--- src/inc/ists_map.vh ---
`ifndef ISTS_MAP_VH
`define ISTS_MAP_VH

// clock and time bases
`define ISTS_CLK_KHZ 50000
`define ISTS_MS_TIME 1
// cycle counts sized to the 16-bit counters that use them
`define ISTS_MS_CYCLES 16'hC350
`define ISTS_FRAME_US 228
`define ISTS_FRAME_CYCLES 16'h2C88

// sequence timing
`define ISTS_ST2_EXTRA_MS 16'h0002
`define ISTS_INIT2_FRAMES 10'h200
`define ISTS_INIT2_REPEAT 8
`define ISTS_RESULT_FRAMES 2'h2

// averaging window is 2**log2 samples
`define ISTS_AVG_LOG2 4
`define ISTS_AVG_COUNT 5'h10

// register byte offsets
`define ISTS_REG_CTRL 8'h00
`define ISTS_REG_DEFL_HI 8'h04
`define ISTS_REG_DEFL_LO 8'h08
`define ISTS_REG_OFS_LIM 8'h0C
`define ISTS_REG_STATUS 8'h10
`define ISTS_REG_IRQ_STAT 8'h14
`define ISTS_REG_IRQ_MASK 8'h18
`define ISTS_REG_OFFSET 8'h1C
`define ISTS_REG_ST_VALUE 8'h20

// reset values
`define ISTS_RST_RETRY 3'h0
`define ISTS_RST_DEFL_HI 16'h0400
`define ISTS_RST_DEFL_LO 16'h0100
`define ISTS_RST_OFS_LIM 16'h0200
`define ISTS_RST_IRQ_MASK 5'h00

// irq bit positions
`define ISTS_IRQ_PASS 0
`define ISTS_IRQ_FAIL 1
`define ISTS_IRQ_OFS 2
`define ISTS_IRQ_UV 3
`define ISTS_IRQ_INTEG 4

// message kinds
`define ISTS_MSG_NONE 3'h0
`define ISTS_MSG_INIT1 3'h1
`define ISTS_MSG_INIT2 3'h2
`define ISTS_MSG_BUSY 3'h3
`define ISTS_MSG_READY 3'h4
`define ISTS_MSG_DEFECT 3'h5
`define ISTS_MSG_DATA 3'h6

`endif

--- src/ists_sequencer.v ---
`include "ists_map.vh"

// Overview of operation
// - self-test runs through init phases two and three, done before normal data
// - phase one: stimulus off, average raw offset over interval one
// - offset cancellation frozen for interval two plus 2 ms
// - stimulus on, wait half interval two, average other half, stimulus off
// - self-test value outside upper or lower deflection limit is a failure
// - phase three: stimulus off, average offset over interval three for normal data
// - passing sequence ends self-test and enters normal mode, no more repeats
// - failed test reruns all three phases up to retry count, zero none
// - init phase three sends busy, then ready or defect frames only
// - phase three lasts frames until self-test done plus two more frames
// - 228 us mode: busy frames then two result frames; busy count from timing
// - failure after all retries latches defect frames until reset
// - offset out of limits sends defect only while it persists
// - either integrity flag cleared latches defect frames until reset
// - undervoltage stops all frames
// - undervoltage silence ends by itself when supply recovers
// - init phase two sends 512 frames before phase three
module ists_sequencer #(
  parameter [15:0] MS_CYCLES = `ISTS_MS_CYCLES,
  parameter [15:0] FRAME_CYCLES = `ISTS_FRAME_CYCLES,
  parameter [15:0] INIT_MS = 16'h000A,
  parameter [15:0] OC1_MS = 16'h0005,
  parameter [15:0] OC2_MS = 16'h0005,
  parameter [15:0] ST1_MS = 16'h0008,
  parameter [15:0] ST2_MS = 16'h0010,
  parameter [15:0] ST3_MS = 16'h0008,
  parameter [9:0] INIT1_FRAMES = 10'h004
) (
  input wire ref_clk,
  input wire resetn,
  input wire [7:0] reg_addr,
  input wire [15:0] reg_wdata,
  input wire reg_wr,
  input wire reg_rd,
  output reg [15:0] reg_rdata,
  input wire sample_valid,
  input wire [15:0] accel_sample,
  input wire uv_trip_pin,
  input wire integrity_flag_a,
  input wire integrity_flag_b,
  output wire selftest_stim_en,
  output wire offset_hold,
  output reg [15:0] offset_est_q,
  output reg frame_strobe_q,
  output reg [2:0] msg_kind_q,
  output wire normal_mode,
  output wire irq
);

  localparam S_INIT = 3'h0;
  localparam S_ST1 = 3'h1;
  localparam S_ST2_ON = 3'h2;
  localparam S_ST2_AVG = 3'h3;
  localparam S_HOLD = 3'h4;
  localparam S_ST3 = 3'h5;
  localparam S_DONE = 3'h6;

  localparam PH1 = 2'h0;
  localparam PH2 = 2'h1;
  localparam PH3 = 2'h2;
  localparam PHN = 2'h3;

  localparam [15:0] HALF2_MS = {1'b0, ST2_MS[15:1]};
  localparam [15:0] EXTRA_MS = `ISTS_ST2_EXTRA_MS;
  localparam [15:0] PRE_MS = INIT_MS + OC1_MS + OC2_MS;

  reg [2:0] state_q;
  reg [15:0] ms_cnt_q;
  reg [15:0] timer_q;
  reg [2:0] retry_q;
  reg [2:0] tries_q;
  reg bad_q;
  reg done_q;
  reg pass_q;
  reg st_defect_q;
  reg integ_defect_q;
  reg offset_err_q;
  reg [15:0] st_value_q;
  reg [15:0] defl_hi_q;
  reg [15:0] defl_lo_q;
  reg [15:0] ofs_lim_q;
  reg [4:0] irq_stat_q;
  reg [4:0] irq_mask_q;
  reg uv_meta_q;
  reg uv_q;
  reg uv_prev_q;
  reg [15:0] frame_cnt_q;
  reg [1:0] phase_q;
  reg [9:0] frm_idx_q;
  reg [1:0] res_cnt_q;
  reg [15:0] rdata_d;

  wire ms_tick;
  wire timer_end;
  wire frame_tick;
  wire avg_run;
  wire avg_start;
  wire avg_full;
  wire [15:0] avg_mean;
  wire [15:0] defl;
  wire [15:0] mean_abs;
  wire defl_ok;
  wire last_try;
  wire pass_ev;
  wire fail_ev;
  wire defect_now;
  wire [4:0] irq_ev;
  wire [4:0] irq_clr;
  wire [15:0] status;

  // length of each sequence step in ms ticks
  function [15:0] step_len;
    input [2:0] s;
    begin
      case (s)
        S_INIT: step_len = PRE_MS;
        S_ST1: step_len = ST1_MS;
        S_ST2_ON: step_len = HALF2_MS;
        S_ST2_AVG: step_len = ST2_MS - HALF2_MS;
        S_HOLD: step_len = EXTRA_MS;
        S_ST3: step_len = ST3_MS;
        default: step_len = 16'h0001;
      endcase
    end
  endfunction

  // 1 ms enable from the system clock
  assign ms_tick = (ms_cnt_q == MS_CYCLES - 16'h0001);
  assign timer_end = ms_tick && (timer_q == step_len(state_q) - 16'h0001);
  assign frame_tick = (frame_cnt_q == FRAME_CYCLES - 16'h0001);

  always @(posedge ref_clk or negedge resetn)
  begin
    if (!resetn)
      ms_cnt_q <= 16'h0000;
    else if (ms_tick)
      ms_cnt_q <= 16'h0000;
    else
      ms_cnt_q <= ms_cnt_q + 16'h0001;
  end

  // averager runs in each measuring step and keeps running after the test
  // normal-mode windows restart the cycle after they fill, so none is skipped
  assign avg_run = (state_q == S_ST1) || (state_q == S_ST2_AVG) ||
                   (state_q == S_ST3) || (state_q == S_DONE);
  assign avg_start = (timer_end && ((state_q == S_INIT) || (state_q == S_ST2_ON) ||
                     (state_q == S_HOLD) || (state_q == S_ST3))) ||
                     (state_q == S_DONE && avg_full);

  ists_avg u_avg (
    .ref_clk(ref_clk),
    .resetn(resetn),
    .start(avg_start),
    .run(avg_run),
    .sample_valid(sample_valid),
    .sample(accel_sample),
    .mean_q(avg_mean),
    .full_q(avg_full)
  );

  // stimulus on only through interval two, offset frozen two ms beyond it
  assign selftest_stim_en = (state_q == S_ST2_ON) || (state_q == S_ST2_AVG);
  assign offset_hold = selftest_stim_en || (state_q == S_HOLD);

  // deflection is measured against the phase-one offset estimate
  assign defl = avg_mean - offset_est_q;
  assign defl_ok = ($signed(defl) <= $signed(defl_hi_q)) &&
                   ($signed(defl) >= $signed(defl_lo_q));
  assign mean_abs = avg_mean[15] ? (16'h0000 - avg_mean) : avg_mean;
  assign last_try = (tries_q >= retry_q);
  assign pass_ev = (state_q == S_ST3) && timer_end && !bad_q && avg_full;
  assign fail_ev = (state_q == S_ST3) && timer_end && !(!bad_q && avg_full) && last_try;

  // self-test sequencer; a short averaging window counts as a failed step
  always @(posedge ref_clk or negedge resetn)
  begin
    if (!resetn)
    begin
      state_q <= S_INIT;
      timer_q <= 16'h0000;
      tries_q <= 3'h0;
      bad_q <= 1'b0;
      done_q <= 1'b0;
      pass_q <= 1'b0;
      st_defect_q <= 1'b0;
      st_value_q <= 16'h0000;
      offset_est_q <= 16'h0000;
    end
    else
    begin
      if (timer_end)
        timer_q <= 16'h0000;
      else if (ms_tick && state_q != S_DONE)
        timer_q <= timer_q + 16'h0001;
      case (state_q)
        S_INIT:
          if (timer_end)
            state_q <= S_ST1;
        S_ST1:
          if (timer_end)
          begin
            offset_est_q <= avg_mean;
            bad_q <= !avg_full;
            state_q <= S_ST2_ON;
          end
        S_ST2_ON:
          if (timer_end)
            state_q <= S_ST2_AVG;
        S_ST2_AVG:
          if (timer_end)
          begin
            st_value_q <= defl;
            bad_q <= bad_q || !avg_full || !defl_ok;
            state_q <= S_HOLD;
          end
        S_HOLD:
          if (timer_end)
            state_q <= S_ST3;
        S_ST3:
          if (timer_end)
          begin
            if (avg_full)
              offset_est_q <= avg_mean;
            if (!bad_q && avg_full)
            begin
              pass_q <= 1'b1;
              done_q <= 1'b1;
              state_q <= S_DONE;
            end
            else if (!last_try)
            begin
              tries_q <= tries_q + 3'h1;
              bad_q <= 1'b0;
              state_q <= S_ST1;
            end
            else
            begin
              st_defect_q <= 1'b1;
              done_q <= 1'b1;
              state_q <= S_DONE;
            end
          end
        S_DONE:
          if (avg_full && phase_q == PHN)
            offset_est_q <= avg_mean;
        default:
          state_q <= S_INIT;
      endcase
    end
  end

  // offset error follows each fresh normal-mode window, so it clears itself
  always @(posedge ref_clk or negedge resetn)
  begin
    if (!resetn)
      offset_err_q <= 1'b0;
    else if (state_q == S_DONE && phase_q == PHN && avg_full)
      offset_err_q <= (mean_abs > ofs_lim_q);
  end

  // integrity flags are active high when healthy; any clear latches a defect
  always @(posedge ref_clk or negedge resetn)
  begin
    if (!resetn)
      integ_defect_q <= 1'b0;
    else if (!integrity_flag_a || !integrity_flag_b)
      integ_defect_q <= 1'b1;
  end

  // undervoltage pin is asynchronous; two flops before any use
  always @(posedge ref_clk or negedge resetn)
  begin
    if (!resetn)
    begin
      uv_meta_q <= 1'b0;
      uv_q <= 1'b0;
      uv_prev_q <= 1'b0;
    end
    else
    begin
      uv_meta_q <= uv_trip_pin;
      uv_q <= uv_meta_q;
      uv_prev_q <= uv_q;
    end
  end

  // frame period enable
  always @(posedge ref_clk or negedge resetn)
  begin
    if (!resetn)
      frame_cnt_q <= 16'h0000;
    else if (frame_tick)
      frame_cnt_q <= 16'h0000;
    else
      frame_cnt_q <= frame_cnt_q + 16'h0001;
  end

  assign defect_now = st_defect_q || integ_defect_q;

  // init phase tracking and message choice; phases count only sent frames
  always @(posedge ref_clk or negedge resetn)
  begin
    if (!resetn)
    begin
      phase_q <= PH1;
      frm_idx_q <= 10'h000;
      res_cnt_q <= 2'h0;
      frame_strobe_q <= 1'b0;
      msg_kind_q <= `ISTS_MSG_NONE;
    end
    else
    begin
      frame_strobe_q <= frame_tick && !uv_q;
      if (frame_tick && uv_q)
        msg_kind_q <= `ISTS_MSG_NONE;
      else if (frame_tick)
      begin
        case (phase_q)
          PH1:
          begin
            msg_kind_q <= `ISTS_MSG_INIT1;
            frm_idx_q <= frm_idx_q + 10'h001;
            if (frm_idx_q == INIT1_FRAMES - 10'h001)
            begin
              frm_idx_q <= 10'h000;
              phase_q <= PH2;
            end
          end
          PH2:
          begin
            msg_kind_q <= `ISTS_MSG_INIT2;
            frm_idx_q <= frm_idx_q + 10'h001;
            if (frm_idx_q == `ISTS_INIT2_FRAMES - 10'h001)
            begin
              frm_idx_q <= 10'h000;
              phase_q <= PH3;
            end
          end
          PH3:
            if (!done_q)
              msg_kind_q <= `ISTS_MSG_BUSY;
            else
            begin
              msg_kind_q <= defect_now ? `ISTS_MSG_DEFECT : `ISTS_MSG_READY;
              res_cnt_q <= res_cnt_q + 2'h1;
              if (res_cnt_q == `ISTS_RESULT_FRAMES - 2'h1)
                phase_q <= PHN;
            end
          default:
            msg_kind_q <= (defect_now || offset_err_q) ?
                          `ISTS_MSG_DEFECT : `ISTS_MSG_DATA;
        endcase
      end
    end
  end

  assign normal_mode = (phase_q == PHN);

  // sticky events; a set in the clearing cycle wins
  assign irq_ev[`ISTS_IRQ_PASS] = pass_ev;
  assign irq_ev[`ISTS_IRQ_FAIL] = fail_ev;
  assign irq_ev[`ISTS_IRQ_OFS] = (state_q == S_DONE) && (phase_q == PHN) && avg_full &&
                                 (mean_abs > ofs_lim_q) && !offset_err_q;
  assign irq_ev[`ISTS_IRQ_UV] = uv_q && !uv_prev_q;
  assign irq_ev[`ISTS_IRQ_INTEG] = (!integrity_flag_a || !integrity_flag_b) && !integ_defect_q;
  assign irq_clr = (reg_wr && reg_addr == `ISTS_REG_IRQ_STAT) ? reg_wdata[4:0] : 5'h00;
  assign irq = |(irq_stat_q & irq_mask_q);

  // software registers
  always @(posedge ref_clk or negedge resetn)
  begin
    if (!resetn)
    begin
      retry_q <= `ISTS_RST_RETRY;
      defl_hi_q <= `ISTS_RST_DEFL_HI;
      defl_lo_q <= `ISTS_RST_DEFL_LO;
      ofs_lim_q <= `ISTS_RST_OFS_LIM;
      irq_mask_q <= `ISTS_RST_IRQ_MASK;
      irq_stat_q <= 5'h00;
    end
    else
    begin
      irq_stat_q <= (irq_stat_q & ~irq_clr) | irq_ev;
      if (reg_wr)
      begin
        case (reg_addr)
          `ISTS_REG_CTRL: retry_q <= reg_wdata[2:0];
          `ISTS_REG_DEFL_HI: defl_hi_q <= reg_wdata;
          `ISTS_REG_DEFL_LO: defl_lo_q <= reg_wdata;
          `ISTS_REG_OFS_LIM: ofs_lim_q <= reg_wdata;
          `ISTS_REG_IRQ_MASK: irq_mask_q <= reg_wdata[4:0];
          default: ;
        endcase
      end
    end
  end

  assign status = {2'h0, tries_q, phase_q, uv_q, offset_err_q, integ_defect_q,
                   st_defect_q, pass_q, done_q, state_q};

  // read mux; unmapped addresses read zero
  always @*
  begin
    case (reg_addr)
      `ISTS_REG_CTRL: rdata_d = {13'h0000, retry_q};
      `ISTS_REG_DEFL_HI: rdata_d = defl_hi_q;
      `ISTS_REG_DEFL_LO: rdata_d = defl_lo_q;
      `ISTS_REG_OFS_LIM: rdata_d = ofs_lim_q;
      `ISTS_REG_STATUS: rdata_d = status;
      `ISTS_REG_IRQ_STAT: rdata_d = {11'h000, irq_stat_q};
      `ISTS_REG_IRQ_MASK: rdata_d = {11'h000, irq_mask_q};
      `ISTS_REG_OFFSET: rdata_d = offset_est_q;
      `ISTS_REG_ST_VALUE: rdata_d = st_value_q;
      default: rdata_d = 16'h0000;
    endcase
  end

  // read data stands only in the cycle after the strobe
  always @(posedge ref_clk or negedge resetn)
  begin
    if (!resetn)
      reg_rdata <= 16'h0000;
    else if (reg_rd)
      reg_rdata <= rdata_d;
    else
      reg_rdata <= 16'h0000;
  end

endmodule // ists_sequencer

--- src/ists_avg.v ---
`include "ists_map.vh"

// fixed-length averager: sums the first 2**log2 samples after start
module ists_avg (
  input wire ref_clk,
  input wire resetn,
  input wire start,
  input wire run,
  input wire sample_valid,
  input wire [15:0] sample,
  output reg [15:0] mean_q,
  output reg full_q
);

  reg [19:0] sum_q;
  reg [4:0] cnt_q;
  wire [19:0] sum_next;
  wire take;

  // sign-extend so negative offsets average correctly
  assign sum_next = sum_q + {{4{sample[15]}}, sample};
  assign take = run && sample_valid && !full_q && !start;

  // accumulate; the mean is latched on the last sample so it stays stable
  always @(posedge ref_clk or negedge resetn)
  begin
    if (!resetn)
    begin
      sum_q <= 20'h00000;
      cnt_q <= 5'h00;
      full_q <= 1'b0;
      mean_q <= 16'h0000;
    end
    else if (start)
    begin
      sum_q <= 20'h00000;
      cnt_q <= 5'h00;
      full_q <= 1'b0;
    end
    else if (take)
    begin
      sum_q <= sum_next;
      cnt_q <= cnt_q + 5'h01;
      if (cnt_q == `ISTS_AVG_COUNT - 5'h01)
      begin
        full_q <= 1'b1;
        mean_q <= sum_next[`ISTS_AVG_LOG2 +: 16];
      end
    end
  end

endmodule // ists_avg

--- config.mk ---
export PLATFORM = sky130hd
export DESIGN_NAME = ists_sequencer
export DESIGN_NICKNAME = d
export VERILOG_FILES = /design/src/ists_sequencer.v /design/src/ists_avg.v
export VERILOG_INCLUDE_DIRS = /design/src /design/src/inc
export SDC_FILE = /design/constraint.sdc
export NUM_CORES = 1
export LEC_CHECK = 0
export BUFFER_PORTS_ARGS = -buffer_cell sky130_fd_sc_hd__buf_4
export CAP_MARGIN = 30
export CORE_MARGIN = 2
export CORE_UTILIZATION = 60
export CTS_CLUSTER_SIZE = 25
export DETAILED_ROUTE_END_ITERATION = 12
export PLACE_DENSITY = 0.76
export SYNTH_ARGS = -nofsm -noshare
export SYNTH_HDL_FRONTEND = slang
export SYNTH_SLANG_ARGS = --single-unit
--- constraint.sdc ---
create_clock -name ref_clk -period 6.2 [get_ports ref_clk]
set_input_delay 0.93 -clock ref_clk [delete_from_list [all_inputs] [get_ports ref_clk]]
set_output_delay 0.93 -clock ref_clk [all_outputs]
set_load 0.02 [all_outputs]
==> summary.md <==
| Metric | Value |
|---|---|
| DR vias | 10.6k |
| Nets | 1562 |
| Synth Area in Compound Gates | 14.4% |
| Req. time, crit path | 6.61 ns |
| Setup bufs post-CTS | 0 |
| Yosys reg bits | 232 |
| 1st-pass router iterations | 6 |
| CP Class | flip-flop to flip-flop |
| Hold Startpoint | uv_meta_q |
| Antenna viol nets, final | 0 |
| Clk_skew | 0.0117 ns |
| Max Fanout on Critical Path | 6 |
| Global-route wire length before repair | 55000 um |
| Tcrit/Tclk final | 73.0% |
| Final Util | 68.8% |
| Worst min-delay path category | flip-flop to flip-flop |
| Number of DRC markers in iteration 0 | 879 |
| H-tree Lvls | 1 |
| Worst hold margin | 0.345 ns |
| Clock Tree Root | clkbuf_16 |
| DPL Wire Length | 26000 um |
| Min-Delay Endpoint | uv_q |
| Finished Cell Area | 15400 um2 |
| Reg2Reg Setup Slack | 1.68 ns |
| Syn_area_per_cell | 10.2 um2 |
| Die Span Y | 154 um |
| Synth warnings | 0 |
| Avg WL per Cell | 20.5 um |
| Port-buffer cells | 87 |
| Post-synthesis adder-cell area fraction | 9.43% |
| Post-synth EDFFs | 0 |
| Post-synth top cells | 229 x dfrtp_1, 107 x nand2_1, 99 x ha_1 |
| Largest family of logic cells by synthesized area | compound AO/OA/AOI/OAI gates |
| P&R area growth vs syn | 13.7% |
| Post-CTS Resized | 0 |
| Unrepaired setup endpoints after global routing | no |
| Clock sinks | 232 |
| Post-Syn Nets | 1475 |
| Die area | 23800 um2 |
| Dominant synthesized flop cell | dfrtp_1 |
| Seq/Total Area, Yosys | 42.8% |
| Total Routing Usage GR | 29.3% |
| Worst setup EP type | flip-flop |
| PnR Total Power | 3.45 mW |
| Reg-to-reg critical path startpoint | u_avg.mean_q[0] |
| CORE AREA | 22400 um2 |
| Clock buffer depth | 3 |
| Crit path DAT | 4.93 ns |
| Worst Max-Slew Pin Slew | 1.08 ns |
| Clk pin slew, worst setup/hold paths | 0.06 ns |
| Lkg Pwr | 7.39 nW |
| Fmax | 0.221 GHz |
| Area post-placement | 14500 um2 |
| R2r endpoint | bad_q |
| Initial antenna violation count | 0 |
| Simple-gate share of the synthesized area | 13.8% |
| Max-cap violations | 0 |
| Vias per inst | 6.17 |
| DR DRC count | 0 |
| Std cell rows | 55 |
| Share of post-route cells with drive strength above 1 | 17.5% |
| CTS tree | done |
| Cell Area, Synth | 13600 um2 |
| FF-to-FF path depth | 18 |
| Synth Instances | 1326 |
| Netlist cell types | 76 |
| Post-synth top area cell | dfrtp_1 |
| Placer Congestion | 0.943 |
| Final hold vios | 0 |
| Synth area leaders | dfrtp_1 42%, ha_1 9.1%, mux2_2 7.2% |
| Final setup fails | 0 |
| Worst setup SP type | flip-flop |
| Final Slew Violations | 0 |
| Final wirelength | 35100 um |
| Asr flop ratio synth | 100% |
| Maximum vdd drop | 198 uV |
| Synth Area in XOR/XNOR | 6.26% |
| Starting Density | 60.5% |
| Slew headroom | 27.7% |
| GR Overflow Total | 0 |
| Io pins | 88 |
| Post-synth top area share | 42.2% |
| Largest net degree at the start of global routing | 139 |
| Clk_lat worst skew | 0.53 ns |
| Mux contribution to synthesized area | 9.58% |
| Status | complete, no violations |
| Chip width | 154 um |
| Power density over the cells | 224 nW/um2 |
| # diodes | 0 |
| Vias in the first global route | 10.3k |
| Num CTS Buffers | 25 |
| Cts hold-fix bufs | 0 |
| Setup TNS | 0 ns |
| Top-count cell post-synth | dfrtp_1 |
| Worst hold stages | 0 |
| Filler cell count | 1715 |
| Tmin final | 4.52 ns |
placed cells by master (no fill, tap or decap), types with 11 or more instances in the layout:
master / netlist / final
mux2i_1: 20 / 20
a221oi_1: 16 / 16
nor2b_1: 14 / 14
clkbuf_16: 0 / 25
o21ai_0: 66 / 66
inv_1: 88 / 88
ha_1: 99 / 99
a22o_1: 14 / 14
a21o_1: 23 / 23
nor3_1: 11 / 11
a21oi_1: 70 / 70
nand2_1: 107 / 107
and3_1: 14 / 14
mux2_2: 87 / 87
xor2_1: 36 / 36
o21a_1: 11 / 11
xnor2_1: 61 / 61
a22oi_1: 19 / 19
dfrtp_1: 229 / 229
nor2_1: 85 / 85
nand3_1: 43 / 43
buf_4: 1 / 92
nand4_1: 23 / 23
layer usage:
metal / share of wire [%] / track usage, % / wire length, um / up-vias
met5: 0 / 0 / 0 / -
met2: 45 / 46.7 / 15900 / 381
met4: 3.5 / 9.57 / 1230 / 0
li1: - / - / - / 4960
met1: 44 / 40.7 / 15300 / 5173
met3: 7.5 / 5.63 / 2620 / 79
power breakdown:
group | switching, mW | internal (mW)
registers | 0.0208 | 1.53
logic | 0.113 | 0.0817
clock network | 0.629 | 1.07
total | 0.763 | 2.69
cell type report:
| type | instances | area, um2 | area share, % |
|---|---|---|---|
| multi-input combinational | 971 | 7250 | 47.0 |
| sequential | 232 | 5810 | 37.7 |
| clock inverter | 11 | 211 | 1.37 |
| inverter | 88 | 330 | 2.14 |
| clock buffer | 34 | 729 | 4.73 |
| tap | 285 | 357 | 2.31 |
| timing repair buffer | 95 | 737 | 4.78 |
flip-flops by register name (all words and copies together), names as in the netlist, 3 cells and up:
signal and flops:
st_value_q 16, defl_hi_q 16, timer_q 16, u_avg.sum_q 20, defl_lo_q 16, u_avg.cnt_q 5, irq_stat_q 5, ofs_lim_q 16
ms_cnt_q 16, frm_idx_q 10, reg_rdata 16, retry_q 3, offset_est_q 16, tries_q 3, msg_kind_q 3, frame_cnt_q 16
u_avg.mean_q 16, state_q 3, irq_mask_q 5
critical path: stages (launching register included):
cell and delay, ns:
dfrtp_1 0.38, inv_1 0.17, ha_1 0.22, inv_1 0.06
fa_1 0.39, a21oi_1 0.25, o21ai_0 0.17, a21o_1 0.21
a31oi_1 0.34, a31o_2 0.23, xnor2_1 0.12, ha_1 0.32
and4_1 0.19, nand2_1 0.10, a2111o_1 0.39, o211ai_1 0.10
mux2_2 0.35, a221oi_1 0.32, a21oi_1 0.07
through the flow:
step                      instances  setup WS, ns
after CTS                      1715          1.78
after detailed placement       1670          1.85
after global routing           1716          1.46
after floorplan                1326          2.24
after global placement         1670          2.04
final                          1716          1.68
logic make-up (layout without fill, tap and decap cells):
| family | count (synthesis) | in the layout |
|---|---|---|
| AOI/OAI and AO/OA | 290 | 290 |
| xor gates and xnor gates | 97 | 97 |
| adders and majority gates | 101 | 101 |
| buffers and inverters | 123 | 228 |
| DFF | 232 | 232 |
| muxes | 115 | 115 |
| and+or+nand+nor | 368 | 368 |
how the worst max path moves through the flow:
stage	from	endpoint	slack [ns]	cells past startpoint
2_1_floorplan	offset_est_q[1]	bad_q	2.24	16
3_3_place_gp	u_avg.mean_q[0]	bad_q	2.04	18
3_5_place_dp	u_avg.mean_q[0]	bad_q	1.85	18
4_1_cts	u_avg.mean_q[0]	bad_q	1.78	18
5_1_grt	u_avg.mean_q[0]	bad_q	1.46	18
6_report	u_avg.mean_q[0]	bad_q	1.68	18
Note: power is estimated with default switching activity, not from simulation.
